$ cat config.mk
export PLATFORM = sky130hd
export DESIGN_NAME = sad_shock_core
export DESIGN_NICKNAME = d
export VERILOG_FILES = /design/src/hdl/sad_pkg.sv /design/src/hdl/sad_sample_if.sv /design/src/hdl/sad_sample_path.sv /design/src/hdl/sad_shock_core.sv
export SDC_FILE = /design/constraint.sdc
export NUM_CORES = 1
export LEC_CHECK = 0
export BUFFER_PORTS_ARGS = -buffer_cell sky130_fd_sc_hd__clkbuf_2
export CAP_MARGIN = 5
export CORE_MARGIN = 10
export CORE_UTILIZATION = 47
export DETAILED_ROUTE_END_ITERATION = 8
export PLACE_DENSITY = 0.73
export SYNTH_ARGS = -nofsm -noshare
export SYNTH_HDL_FRONTEND = slang
export SYNTH_SLANG_ARGS = --single-unit
export TNS_END_PERCENT = 30
$ cat constraint.sdc
create_clock -name clk -period 6.5 [get_ports clk]
set_input_delay 0 -clock clk [delete_from_list [all_inputs] [get_ports clk]]
set_output_delay 0 -clock clk [all_outputs]
set_load 0.02 [all_outputs]
$ cat src/hdl/sad_pkg.sv
// Package of register map, field positions and constants for the shock detector
package sad_pkg;
	// Sample, counter and rate code widths
	localparam int unsigned SAMPLE_W = 16;
	localparam int unsigned CNT_W    = 9;
	localparam int unsigned RATE_W   = 4;
	// Register addresses and register reset value
	localparam logic [7:0] ADDR_THRESH   = 8'h1D;
	localparam logic [7:0] ADDR_OFS_X    = 8'h1E;
	localparam logic [7:0] ADDR_OFS_Y    = 8'h1F;
	localparam logic [7:0] ADDR_OFS_Z    = 8'h20;
	localparam logic [7:0] ADDR_LIMIT    = 8'h21;
	localparam logic [7:0] ADDR_GAP      = 8'h22;
	localparam logic [7:0] ADDR_INTERVAL = 8'h23;
	localparam logic [7:0] ADDR_AXIS     = 8'h2A;
	localparam logic [7:0] ADDR_STATUS   = 8'h2B;
	localparam logic [7:0] ADDR_RATE     = 8'h2C;
	localparam logic [7:0] ADDR_POWER    = 8'h2D;
	localparam logic [7:0] ADDR_IRQ_EN   = 8'h2E;
	localparam logic [7:0] ADDR_ROUTE    = 8'h2F;
	localparam logic [7:0] ADDR_IRQ_SRC  = 8'h30;
	localparam logic [7:0] ADDR_FORMAT   = 8'h31;
	localparam logic [7:0] REG_RESET     = 8'h00;
	// Field positions
	localparam int unsigned BIT_SINGLE     = 6;
	localparam int unsigned BIT_DOUBLE     = 5;
	localparam int unsigned BIT_ACT        = 4;
	localparam int unsigned BIT_INACT      = 3;
	localparam int unsigned BIT_SUPPRESS   = 3;
	localparam int unsigned BIT_ASLEEP     = 3;
	localparam int unsigned BIT_LINK       = 5;
	localparam int unsigned BIT_AUTO_SLEEP = 4;
	localparam int unsigned BIT_LOW_POWER  = 4;
	localparam int unsigned BIT_INVERT     = 5;
	// Rate code used while asleep
	localparam logic [3:0] SLEEP_RATE = 4'h7;
	// Offset scaling: offset weight over sample weight, rounded
	localparam int unsigned OFS_MG_PER_LSB    = 1560;
	localparam int unsigned SAMPLE_MG_PER_LSB = 49;
	localparam int unsigned OFS_SCALE =
		(OFS_MG_PER_LSB + SAMPLE_MG_PER_LSB / 2) / SAMPLE_MG_PER_LSB;
	// Threshold compare shift of sample magnitude
	localparam int unsigned THRESH_SHIFT = 4;
	// Saturation limits of the corrected sample
	localparam logic [15:0] SAT_MAX = 16'h7FFF;
	localparam logic [15:0] SAT_MIN = 16'h8000;
	// Shock sequence states
	typedef enum logic [5:0] {
		ST_IDLE   = 6'h01,
		ST_FIRST  = 6'h02,
		ST_GAP    = 6'h04,
		ST_WIN    = 6'h08,
		ST_SECOND = 6'h10,
		ST_SETTLE = 6'h20
	} sad_state_type;
endpackage

$ cat src/hdl/sad_sample_if.sv
// Interface carrying samples between the core and the sample path
`timescale 1ns/1ps
`default_nettype none
interface sad_sample_if;
	logic             tick;
	logic [2:0][15:0] raw;
	logic [2:0][7:0]  ofs;
	logic [7:0]       thresh;
	logic [2:0]       axis_en;
	logic [2:0][15:0] data;
	logic [2:0]       above;
	logic             data_tick;
	modport path (input tick, raw, ofs, thresh, axis_en, output data, above, data_tick);
	modport core (output tick, raw, ofs, thresh, axis_en, input data, above, data_tick);
endinterface
`default_nettype wire

$ cat src/hdl/sad_sample_path.sv
// Offset correction and threshold compare of each sample
`timescale 1ns/1ps
`default_nettype none
module sad_sample_path (
	// Clock and reset
	input  wire logic  clk,
	input  wire logic  reset_n,
	// Sample stream
	sad_sample_if.path sif
);
	// Adds scaled offset with saturation
	function automatic logic [15:0] sat_add(input logic [15:0] s, input logic [7:0] o);
		logic [17:0] sum;
		sum = 18'(signed'(s)) + 18'(signed'(o)) * 18'(sad_pkg::OFS_SCALE);
		if (sum[17:15] == 3'h0 || sum[17:15] == 3'h7)
			sat_add = sum[15:0];
		else if (sum[17])
			sat_add = sad_pkg::SAT_MIN;
		else
			sat_add = sad_pkg::SAT_MAX;
	endfunction

	// Magnitude of a two's complement sample
	function automatic logic [15:0] magnitude(input logic [15:0] s);
		magnitude = s[15] ? 16'(-s) : s;
	endfunction

	logic [2:0][15:0] corr;
	logic [2:0]       exceed;
	logic [2:0][15:0] data_q;
	logic [2:0]       above_q;
	logic             tick_q;

	// Correction and compare per axis
	for (genvar i = 0; i < 3; i++)
	begin : g_axis
		assign corr[i]   = sat_add(sif.raw[i], sif.ofs[i]);
		assign exceed[i] = sif.axis_en[i] &&
			((magnitude(corr[i]) >> sad_pkg::THRESH_SHIFT) > 16'(sif.thresh));
	end

	// Capture corrected data every undecimated tick
	always_ff @(posedge clk)
	begin
		if (!reset_n)
		begin
			data_q  <= '0;
			above_q <= '0;
			tick_q  <= 1'b0;
		end
		else
		begin
			tick_q <= sif.tick;
			if (sif.tick)
			begin
				data_q  <= corr;
				above_q <= exceed;
			end
		end
	end

	assign sif.data      = data_q;
	assign sif.above     = above_q;
	assign sif.data_tick = tick_q;
endmodule
`default_nettype wire

$ cat src/hdl/sad_shock_core.sv
// Shock, activity and sleep event logic with register file
`timescale 1ns/1ps
`default_nettype none
module sad_shock_core (
	// Clock and reset
	input  wire logic        clk,
	input  wire logic        reset_n,
	// Register port
	input  wire logic [7:0]  reg_addr,
	input  wire logic [7:0]  reg_wdata,
	input  wire logic        reg_wr,
	input  wire logic        reg_rd,
	output logic      [7:0]  reg_rdata,
	// Raw undecimated samples
	input  wire logic        sample_tick,
	input  wire logic [15:0] raw_x,
	input  wire logic [15:0] raw_y,
	input  wire logic [15:0] raw_z,
	// Motion detector events
	input  wire logic        activity_hit,
	input  wire logic        inactivity_hit,
	// Corrected data
	output logic      [15:0] data_x,
	output logic      [15:0] data_y,
	output logic      [15:0] data_z,
	output logic             data_tick,
	// Interrupt pins and power state
	output logic             irq_pin_a,
	output logic             irq_pin_b,
	output logic             asleep,
	output logic      [3:0]  rate_code,
	output logic             low_power
);
	// Picks the first axis above threshold, x first, as {x,y,z}
	function automatic logic [2:0] first_axis(input logic [2:0] a);
		if (a[0])
			first_axis = 3'h4;
		else if (a[1])
			first_axis = 3'h2;
		else if (a[2])
			first_axis = 3'h1;
		else
			first_axis = 3'h0;
	endfunction

	// Configuration registers
	logic [7:0]      thresh_q;
	logic [2:0][7:0] ofs_q;
	logic [7:0]      limit_q;
	logic [7:0]      gap_q;
	logic [7:0]      interval_q;
	logic [7:0]      axis_q;
	logic [7:0]      rate_q;
	logic [7:0]      power_q;
	logic [7:0]      irq_en_q;
	logic [7:0]      route_q;
	logic [7:0]      format_q;
	// Event state
	logic [7:0]      flags_q;
	logic [7:0]      flags_d;
	logic [2:0]      shock_axis_q;
	logic [2:0]      cand_q;
	logic [2:0]      cand_d;
	logic            asleep_q;
	logic            asleep_d;
	logic            look_inact_q;
	logic            look_inact_d;
	logic            pend_q;
	logic            pend_d;
	logic [8:0]      cnt_q;
	logic [8:0]      cnt_d;
	logic [8:0]      cnt_inc;
	logic [7:0]      rdata_q;
	logic [7:0]      rd_mux;
	logic            pin_a_q;
	logic            pin_b_q;
	logic [3:0]      rate_code_q;
	sad_pkg::sad_state_type state_q;
	sad_pkg::sad_state_type state_d;
	sad_sample_if           sif ();

	// Decoded controls
	wire       any_above = |sif.above;
	wire       single_en = irq_en_q[sad_pkg::BIT_SINGLE];
	wire       double_en = irq_en_q[sad_pkg::BIT_DOUBLE];
	wire       dbl_ok    = double_en && (gap_q != 8'h00) && (interval_q != 8'h00);
	wire       suppress  = axis_q[sad_pkg::BIT_SUPPRESS];
	wire       link      = power_q[sad_pkg::BIT_LINK];
	wire       auto_slp  = power_q[sad_pkg::BIT_AUTO_SLEEP];
	wire       invert    = format_q[sad_pkg::BIT_INVERT];
	wire       src_read  = reg_rd && (reg_addr == sad_pkg::ADDR_IRQ_SRC);
	wire [7:0] status    = {4'h0, asleep_q, shock_axis_q};

	// Activity and inactivity acceptance, chained when linked
	wire act_ev   = activity_hit && irq_en_q[sad_pkg::BIT_ACT] &&
		(!link || !look_inact_q);
	wire inact_ev = inactivity_hit && irq_en_q[sad_pkg::BIT_INACT] &&
		(!link || look_inact_q);
	wire sleep_go = inact_ev && auto_slp && link && !flags_q[sad_pkg::BIT_ACT];
	wire wake     = act_ev && asleep_q;

	logic ev_single;
	logic ev_double;

	// Sample path hookup; sampling runs in every power mode
	assign sif.tick    = sample_tick;
	assign sif.raw     = {raw_z, raw_y, raw_x};
	assign sif.ofs     = ofs_q;
	assign sif.thresh  = thresh_q;
	assign sif.axis_en = {axis_q[0], axis_q[1], axis_q[2]};

	sad_sample_path u_path (
		.clk     (clk),
		.reset_n (reset_n),
		.sif     (sif.path)
	);

	// Register writes
	always_ff @(posedge clk)
	begin
		if (!reset_n)
		begin
			thresh_q   <= sad_pkg::REG_RESET;
			ofs_q      <= '0;
			limit_q    <= sad_pkg::REG_RESET;
			gap_q      <= sad_pkg::REG_RESET;
			interval_q <= sad_pkg::REG_RESET;
			axis_q     <= sad_pkg::REG_RESET;
			rate_q     <= sad_pkg::REG_RESET;
			power_q    <= sad_pkg::REG_RESET;
			irq_en_q   <= sad_pkg::REG_RESET;
			route_q    <= sad_pkg::REG_RESET;
			format_q   <= sad_pkg::REG_RESET;
		end
		else if (reg_wr)
		begin
			case (reg_addr)
				sad_pkg::ADDR_THRESH:   thresh_q   <= reg_wdata;
				sad_pkg::ADDR_OFS_X:    ofs_q[0]   <= reg_wdata;
				sad_pkg::ADDR_OFS_Y:    ofs_q[1]   <= reg_wdata;
				sad_pkg::ADDR_OFS_Z:    ofs_q[2]   <= reg_wdata;
				sad_pkg::ADDR_LIMIT:    limit_q    <= reg_wdata;
				sad_pkg::ADDR_GAP:      gap_q      <= reg_wdata;
				sad_pkg::ADDR_INTERVAL: interval_q <= reg_wdata;
				sad_pkg::ADDR_AXIS:     axis_q     <= reg_wdata;
				sad_pkg::ADDR_RATE:     rate_q     <= reg_wdata;
				sad_pkg::ADDR_POWER:    power_q    <= reg_wdata;
				sad_pkg::ADDR_IRQ_EN:   irq_en_q   <= reg_wdata;
				sad_pkg::ADDR_ROUTE:    route_q    <= reg_wdata;
				sad_pkg::ADDR_FORMAT:   format_q   <= reg_wdata;
				default:                ;
			endcase
		end
	end

	// Read selection; unmapped addresses read zero
	always_comb
	begin
		case (reg_addr)
			sad_pkg::ADDR_THRESH:   rd_mux = thresh_q;
			sad_pkg::ADDR_OFS_X:    rd_mux = ofs_q[0];
			sad_pkg::ADDR_OFS_Y:    rd_mux = ofs_q[1];
			sad_pkg::ADDR_OFS_Z:    rd_mux = ofs_q[2];
			sad_pkg::ADDR_LIMIT:    rd_mux = limit_q;
			sad_pkg::ADDR_GAP:      rd_mux = gap_q;
			sad_pkg::ADDR_INTERVAL: rd_mux = interval_q;
			sad_pkg::ADDR_AXIS:     rd_mux = axis_q;
			sad_pkg::ADDR_STATUS:   rd_mux = status;
			sad_pkg::ADDR_RATE:     rd_mux = rate_q;
			sad_pkg::ADDR_POWER:    rd_mux = power_q;
			sad_pkg::ADDR_IRQ_EN:   rd_mux = irq_en_q;
			sad_pkg::ADDR_ROUTE:    rd_mux = route_q;
			sad_pkg::ADDR_IRQ_SRC:  rd_mux = flags_q;
			sad_pkg::ADDR_FORMAT:   rd_mux = format_q;
			default:                rd_mux = 8'h00;
		endcase
	end

	// Shock sequence, advanced once per corrected sample
	assign cnt_inc = cnt_q + 9'h001;
	always_comb
	begin
		state_d   = state_q;
		cnt_d     = cnt_q;
		pend_d    = pend_q;
		cand_d    = cand_q;
		ev_single = 1'b0;
		ev_double = 1'b0;
		if (sif.data_tick)
		begin
			case (state_q)
				sad_pkg::ST_IDLE:
					if (any_above && (single_en || dbl_ok))
					begin
						state_d = sad_pkg::ST_FIRST;
						cnt_d   = 9'h001;
						cand_d  = first_axis(sif.above);
					end
				sad_pkg::ST_FIRST:
					if (any_above)
					begin
						cnt_d = cnt_inc;
						if (cnt_inc > 9'(limit_q))
							state_d = sad_pkg::ST_SETTLE;
					end
					else if (dbl_ok)
					begin
						state_d = sad_pkg::ST_GAP;
						cnt_d   = 9'h000;
						pend_d  = single_en;
					end
					else
					begin
						ev_single = single_en;
						state_d   = sad_pkg::ST_IDLE;
					end
				sad_pkg::ST_GAP:
					if (any_above && suppress)
					begin
						ev_single = pend_q;
						pend_d    = 1'b0;
						state_d   = sad_pkg::ST_SETTLE;
					end
					else
					begin
						cnt_d = cnt_inc;
						if (cnt_inc >= 9'(gap_q))
						begin
							cnt_d = 9'h000;
							if (any_above)
							begin
								ev_single = pend_q;
								pend_d    = 1'b0;
								state_d   = sad_pkg::ST_SETTLE;
							end
							else
								state_d = sad_pkg::ST_WIN;
						end
					end
				sad_pkg::ST_WIN:
					if (any_above)
					begin
						state_d = sad_pkg::ST_SECOND;
						cnt_d   = 9'h001;
					end
					else
					begin
						cnt_d = cnt_inc;
						if (cnt_inc >= 9'(interval_q))
						begin
							ev_single = pend_q;
							pend_d    = 1'b0;
							state_d   = sad_pkg::ST_IDLE;
						end
					end
				sad_pkg::ST_SECOND:
					if (any_above)
					begin
						cnt_d = cnt_inc;
						if (cnt_inc > 9'(limit_q))
						begin
							ev_single = pend_q;
							pend_d    = 1'b0;
							state_d   = sad_pkg::ST_SETTLE;
						end
					end
					else
					begin
						ev_double = 1'b1;
						ev_single = pend_q;
						pend_d    = 1'b0;
						state_d   = sad_pkg::ST_IDLE;
					end
				sad_pkg::ST_SETTLE:
					if (!any_above)
						state_d = sad_pkg::ST_IDLE;
				default:
				begin
					state_d = sad_pkg::ST_IDLE;
					pend_d  = 1'b0;
				end
			endcase
		end
	end

	// Flag update: a new event wins over the read clear
	always_comb
	begin
		flags_d = src_read ? 8'h00 : flags_q;
		flags_d[sad_pkg::BIT_SINGLE] = flags_d[sad_pkg::BIT_SINGLE] | ev_single;
		flags_d[sad_pkg::BIT_DOUBLE] = flags_d[sad_pkg::BIT_DOUBLE] | ev_double;
		flags_d[sad_pkg::BIT_ACT]    = flags_d[sad_pkg::BIT_ACT] | act_ev;
		flags_d[sad_pkg::BIT_INACT]  = flags_d[sad_pkg::BIT_INACT] | inact_ev;
	end

	// Chaining and sleep state
	assign look_inact_d = !link ? look_inact_q :
		(inact_ev ? 1'b0 : (act_ev ? 1'b1 : look_inact_q));
	assign asleep_d = (!auto_slp || !link) ? 1'b0 :
		(sleep_go ? 1'b1 : (wake ? 1'b0 : asleep_q));

	// Event and sequence registers
	always_ff @(posedge clk)
	begin
		if (!reset_n)
		begin
			state_q      <= sad_pkg::ST_IDLE;
			cnt_q        <= 9'h000;
			pend_q       <= 1'b0;
			cand_q       <= 3'h0;
			shock_axis_q <= 3'h0;
			flags_q      <= 8'h00;
			asleep_q     <= 1'b0;
			look_inact_q <= 1'b1;
		end
		else
		begin
			state_q      <= state_d;
			cnt_q        <= cnt_d;
			pend_q       <= pend_d;
			cand_q       <= cand_d;
			flags_q      <= flags_d;
			asleep_q     <= asleep_d;
			look_inact_q <= look_inact_d;
			if (ev_single || ev_double)
				shock_axis_q <= cand_q;
		end
	end

	// Registered outputs: read data, pins, rate
	always_ff @(posedge clk)
	begin
		if (!reset_n)
		begin
			rdata_q     <= 8'h00;
			pin_a_q     <= 1'b0;
			pin_b_q     <= 1'b0;
			rate_code_q <= 4'h0;
		end
		else
		begin
			if (reg_rd)
				rdata_q <= rd_mux;
			pin_a_q     <= (|(flags_q & ~route_q)) ^ invert;
			pin_b_q     <= (|(flags_q & route_q)) ^ invert;
			rate_code_q <= asleep_q ? sad_pkg::SLEEP_RATE : rate_q[3:0];
		end
	end

	assign reg_rdata = rdata_q;
	assign irq_pin_a = pin_a_q;
	assign irq_pin_b = pin_b_q;
	assign asleep    = asleep_q;
	assign rate_code = rate_code_q;
	assign low_power = rate_q[sad_pkg::BIT_LOW_POWER];
	assign data_x    = sif.data[0];
	assign data_y    = sif.data[1];
	assign data_z    = sif.data[2];
	assign data_tick = sif.data_tick;
endmodule
`default_nettype wire

==> impl_metrics.yaml <==
floorplan:
  fp.coreArea_sq_mm: 0.02613
  die_area_sq_mm: 0.03348
  start_util_pct: 47.76
  die_y_microns: 183.0
  ios: 136
  num_rows: 59
  die_w_microns: 183.0
global_route:
  antenna_found_initial: 2
  grt_pass1_vias: 11508
  grt_pass1_wl_mm: 64.04
  grt_usage_pct: 23.46
  grt.overflow.total: 0
  grt_max_degree: 101
sta:
  finalCriticalPeriod_ns: 5.900
  max_slew_margin_pct: 23.62
  min_period_over_period_pct: 90.78
  slew_viol_final: 0
  finClkSkew_ns: 0.01335
  setup_violations: 0
  totalNegativeSetupSlack_ns: 0
  finalHoldViolations: 0
  worstMarginPinSlew_ns: 1.141
  rsz0062_at_grt: "no"
  fmax_ghz: 0.1695
  fin_ws_ns: 0.5996
critical_path:
  crit_type: "register to register"
  critical-path-max-stage-delay_ns: 0.69
  worstPathRequired_ns: 6.83
  worst-path-buf-inv: 2
  startpoint_type: "register"
  endpoint_kind: "register"
  crit_fanout: 20
  crit_family: "compound AO/OA/AOI/OAI gates"
  critical_path_depth: 26
  arrival_ns: 6.23
  slowest_stage: "ha_1"
  r2r_cells: 26
finish:
  nNetsFinal: 1890
  postLayoutCoreUtil_pct: 54.00
  final_design_area_no_fill_sq_mm: 0.01411
  drive_gt1_share_pct: 12.35
  synthToLayoutAreaGrowth_pct: 13.06
drt:
  drt-initial-drc-count: 1373
  vias_per_cell: 6.131
  dr.pass1.iters: 6
  ant_nets: 0
  detail_route.wl_per_cell_microns: 19.71
  num_vias: 12740
  drc_errors: 0
  wirelength_mm: 40.96
power:
  clkPwrFrac_pct: 40.0
  combPwrFrac_pct: 16.0
  power.density_mw_per_mm2: 201.8
  power.switching_w: 0.0008610
  leakagePower_nw: 5.487
  p_int_w: 0.001987
  switching_share_pct: 30.23
  seqPwrFrac_pct: 44.0
  peakVddDrop_v: 0.0001794
min_path:
  hold_class: "input pin to register"
  min_path_cells: 3
yosys:
  syn_avg_cell_area_sq_um: 7.639
  yosysSeqAreaShare_pct: 31.76
  synthDistinctLibCells: 89
  synth_edf_count: 0
  synthArstFlopShare_pct: 0
  ys_warn_count: 0
  syn_nets: 1796
  synthCells: 1634
  synthFlopType: "dfxtp_1"
  synth_seq_cells: 198
  netlist_area_sq_mm: 0.01248
cts:
  cts_max_level: 4
  clk_latency_ns: 0.46
  cts_tree: "yes"
  postCtsSetupRepairBufs: 0
  cts_buffers: 17
  clk_pin_slew_worst_paths_ns: 0.08
  cts_hold_buf: 16
  clock_path_buffers: 2
  root_buffer: "clkbuf_16"
  cts_sinks: 198
  ctsResizeCount: 0
run_status:
  status: "complete, no violations"
flow_run:
  maxCapViolCount: 0
placement:
  dp_slack_ns: 0.8053
  gp_congestion: 0.9462
  hpwl_mm: 30.20
  port_buffers: 135
  place_area_sq_mm: 0.01333
## per-stage QoR
stage | instances | total power [W] | hold WS [ns]
2_1_floorplan | 1634 | 0.001578 | 0.1475
3_3_place_gp | 2028 | 0.001715 | 0.2935
3_5_place_dp | 2028 | 0.001720 | 0.2899
4_1_cts | 2076 | 0.002849 | 0.009091
5_1_grt | 2078 | 0.002948 | 0.02660
6_report | 2078 | 0.002848 | 0.03222
## state kept, by name, indices dropped and copies added, names as in the netlist, 6 cells and up
register         cells
irq_en_q             8
power_q              8
axis_q               8
cnt_q                9
format_q             8
interval_q           8
u_path.sif.data     48
limit_q              8
route_q              8
state_q              6
rate_q               8
ofs_q               24
gap_q                8
reg_rdata            8
sif.thresh           8
## synthesized netlist by cell type (all sizes together), types with 5 or more instances
cell | instances | area [sq um]
nand3b | 9 | 67.56
buf | 10 | 46.30
xnor2 | 17 | 148.9
dfxtp | 198 | 3964
a31oi | 23 | 158.9
and3 | 16 | 100.1
nor3b | 5 | 37.54
inv | 60 | 225.2
nor2 | 131 | 491.7
or3 | 14 | 92.59
a222oi | 5 | 50.05
a21o | 18 | 135.1
o21ai | 85 | 436.7
clkbuf | 79 | 296.5
nor4 | 9 | 71.32
o21bai | 6 | 45.04
a21oi | 181 | 905.9
or2 | 10 | 62.56
o21a | 10 | 75.07
a211oi | 28 | 220.2
o211ai | 20 | 155.1
nor2b | 16 | 100.1
and2 | 10 | 62.56
nand3 | 90 | 455.4
nor3 | 23 | 130.1
mux2i | 21 | 210.2
nand2 | 245 | 919.6
nand2b | 33 | 206.5
a31o | 8 | 70.07
a221oi | 14 | 122.6
a22oi | 28 | 210.2
nand4 | 15 | 93.84
ha | 88 | 1101
xor2 | 25 | 219.0
o22ai | 7 | 43.79
## worst min-delay path, cell delays in order
cell	delay [ns]
clkbuf_2	0.24
nand2b_1	0.15
a21oi_1	0.05
## metal layers
layer	up-vias	part of all wire [%]	GRT usage [%]
met1	5988	43	30.75
met2	584	46	37.26
met4	0	2.7	9.148
li1	6092	-	-
met3	76	8.2	4.625
met5	-	0	0
## power by group through the flow
stage          logic [W]  clock network [W]  registers (W)
5_1_grt         0.000499            0.00119        0.00125
3_5_place_dp    0.000440                  0        0.00128
3_3_place_gp    0.000436                  0        0.00128
2_1_floorplan   0.000272                  0        0.00131
4_1_cts         0.000450            0.00115        0.00125
6_report        0.000457            0.00114        0.00125
## placed cells by master (no fill, tap or decap), types with 13 or more instances in the layout
cell type      synthesis  routed
inv_1                 60      59
nand4_1               15      15
a21oi_1              181     181
mux2i_1               21      21
o211ai_1              19      19
clkbuf_16              0      17
xnor2_1               17      17
nand2_1              245     245
a22oi_1               28      28
dfxtp_1              198     198
xor2_1                25      25
dlygate4sd3_1          0      16
nor3_1                20      20
clkbuf_2               0     134
nor2_1               131     131
a31oi_1               22      22
nand2b_1              33      33
a221oi_1              14      14
a211oi_1              26      26
o21ai_0               73      73
a21o_1                18      18
ha_1                  88      88
and3_1                16      16
or3_1                 13      13
nor2b_1               16      16
buf_4                  1      13
nand3_1               89      89
## final timing paths
check                     startpoint                          endpoint  slack [ns]
min reg2reg  route_q[2]$_SDFFE_PN0P_           route_q[2]$_SDFFE_PN0P_        0.46
min                           reg_rd         reg_rdata[1]$_SDFFE_PN0P_        0.03
max           ofs_q[16]$_SDFFE_PN0P_  u_path.sif.above[2]$_SDFFE_PN0P_        0.60
max reg2reg   ofs_q[16]$_SDFFE_PN0P_  u_path.sif.above[2]$_SDFFE_PN0P_        0.60
## logic make-up (layout without fill, tap and decap cells)
family                   after synthesis  after routing  synth area share [%]
AND/OR/NAND/NOR                      647            647                 24.71
multiplexers                          24             24                 1.955
XOR/XNOR                              42             42                 2.947
flip-flops                           198            198                 31.76
adder cells (fa/ha/maj)               91             91                 9.302
other                                  0              2                     0
AO/OA/AOI/OAI                        482            482                 24.75
buffers and inverters                150            257                 4.581
## layout make-up
class	instances	area, sq um
Tap cell	335	419.2
Clock inverter	14	183.9
Timing Repair Buffer	164	933.4
Inverter	61	231.5
Sequential cell	198	3964
Antenna cell	2	5.005
Multi-Input combinational cell	1286	7946
Fill cell	2446	12020
Clock buffer	18	429.2
Note: power is estimated with default switching activity, not from simulation.
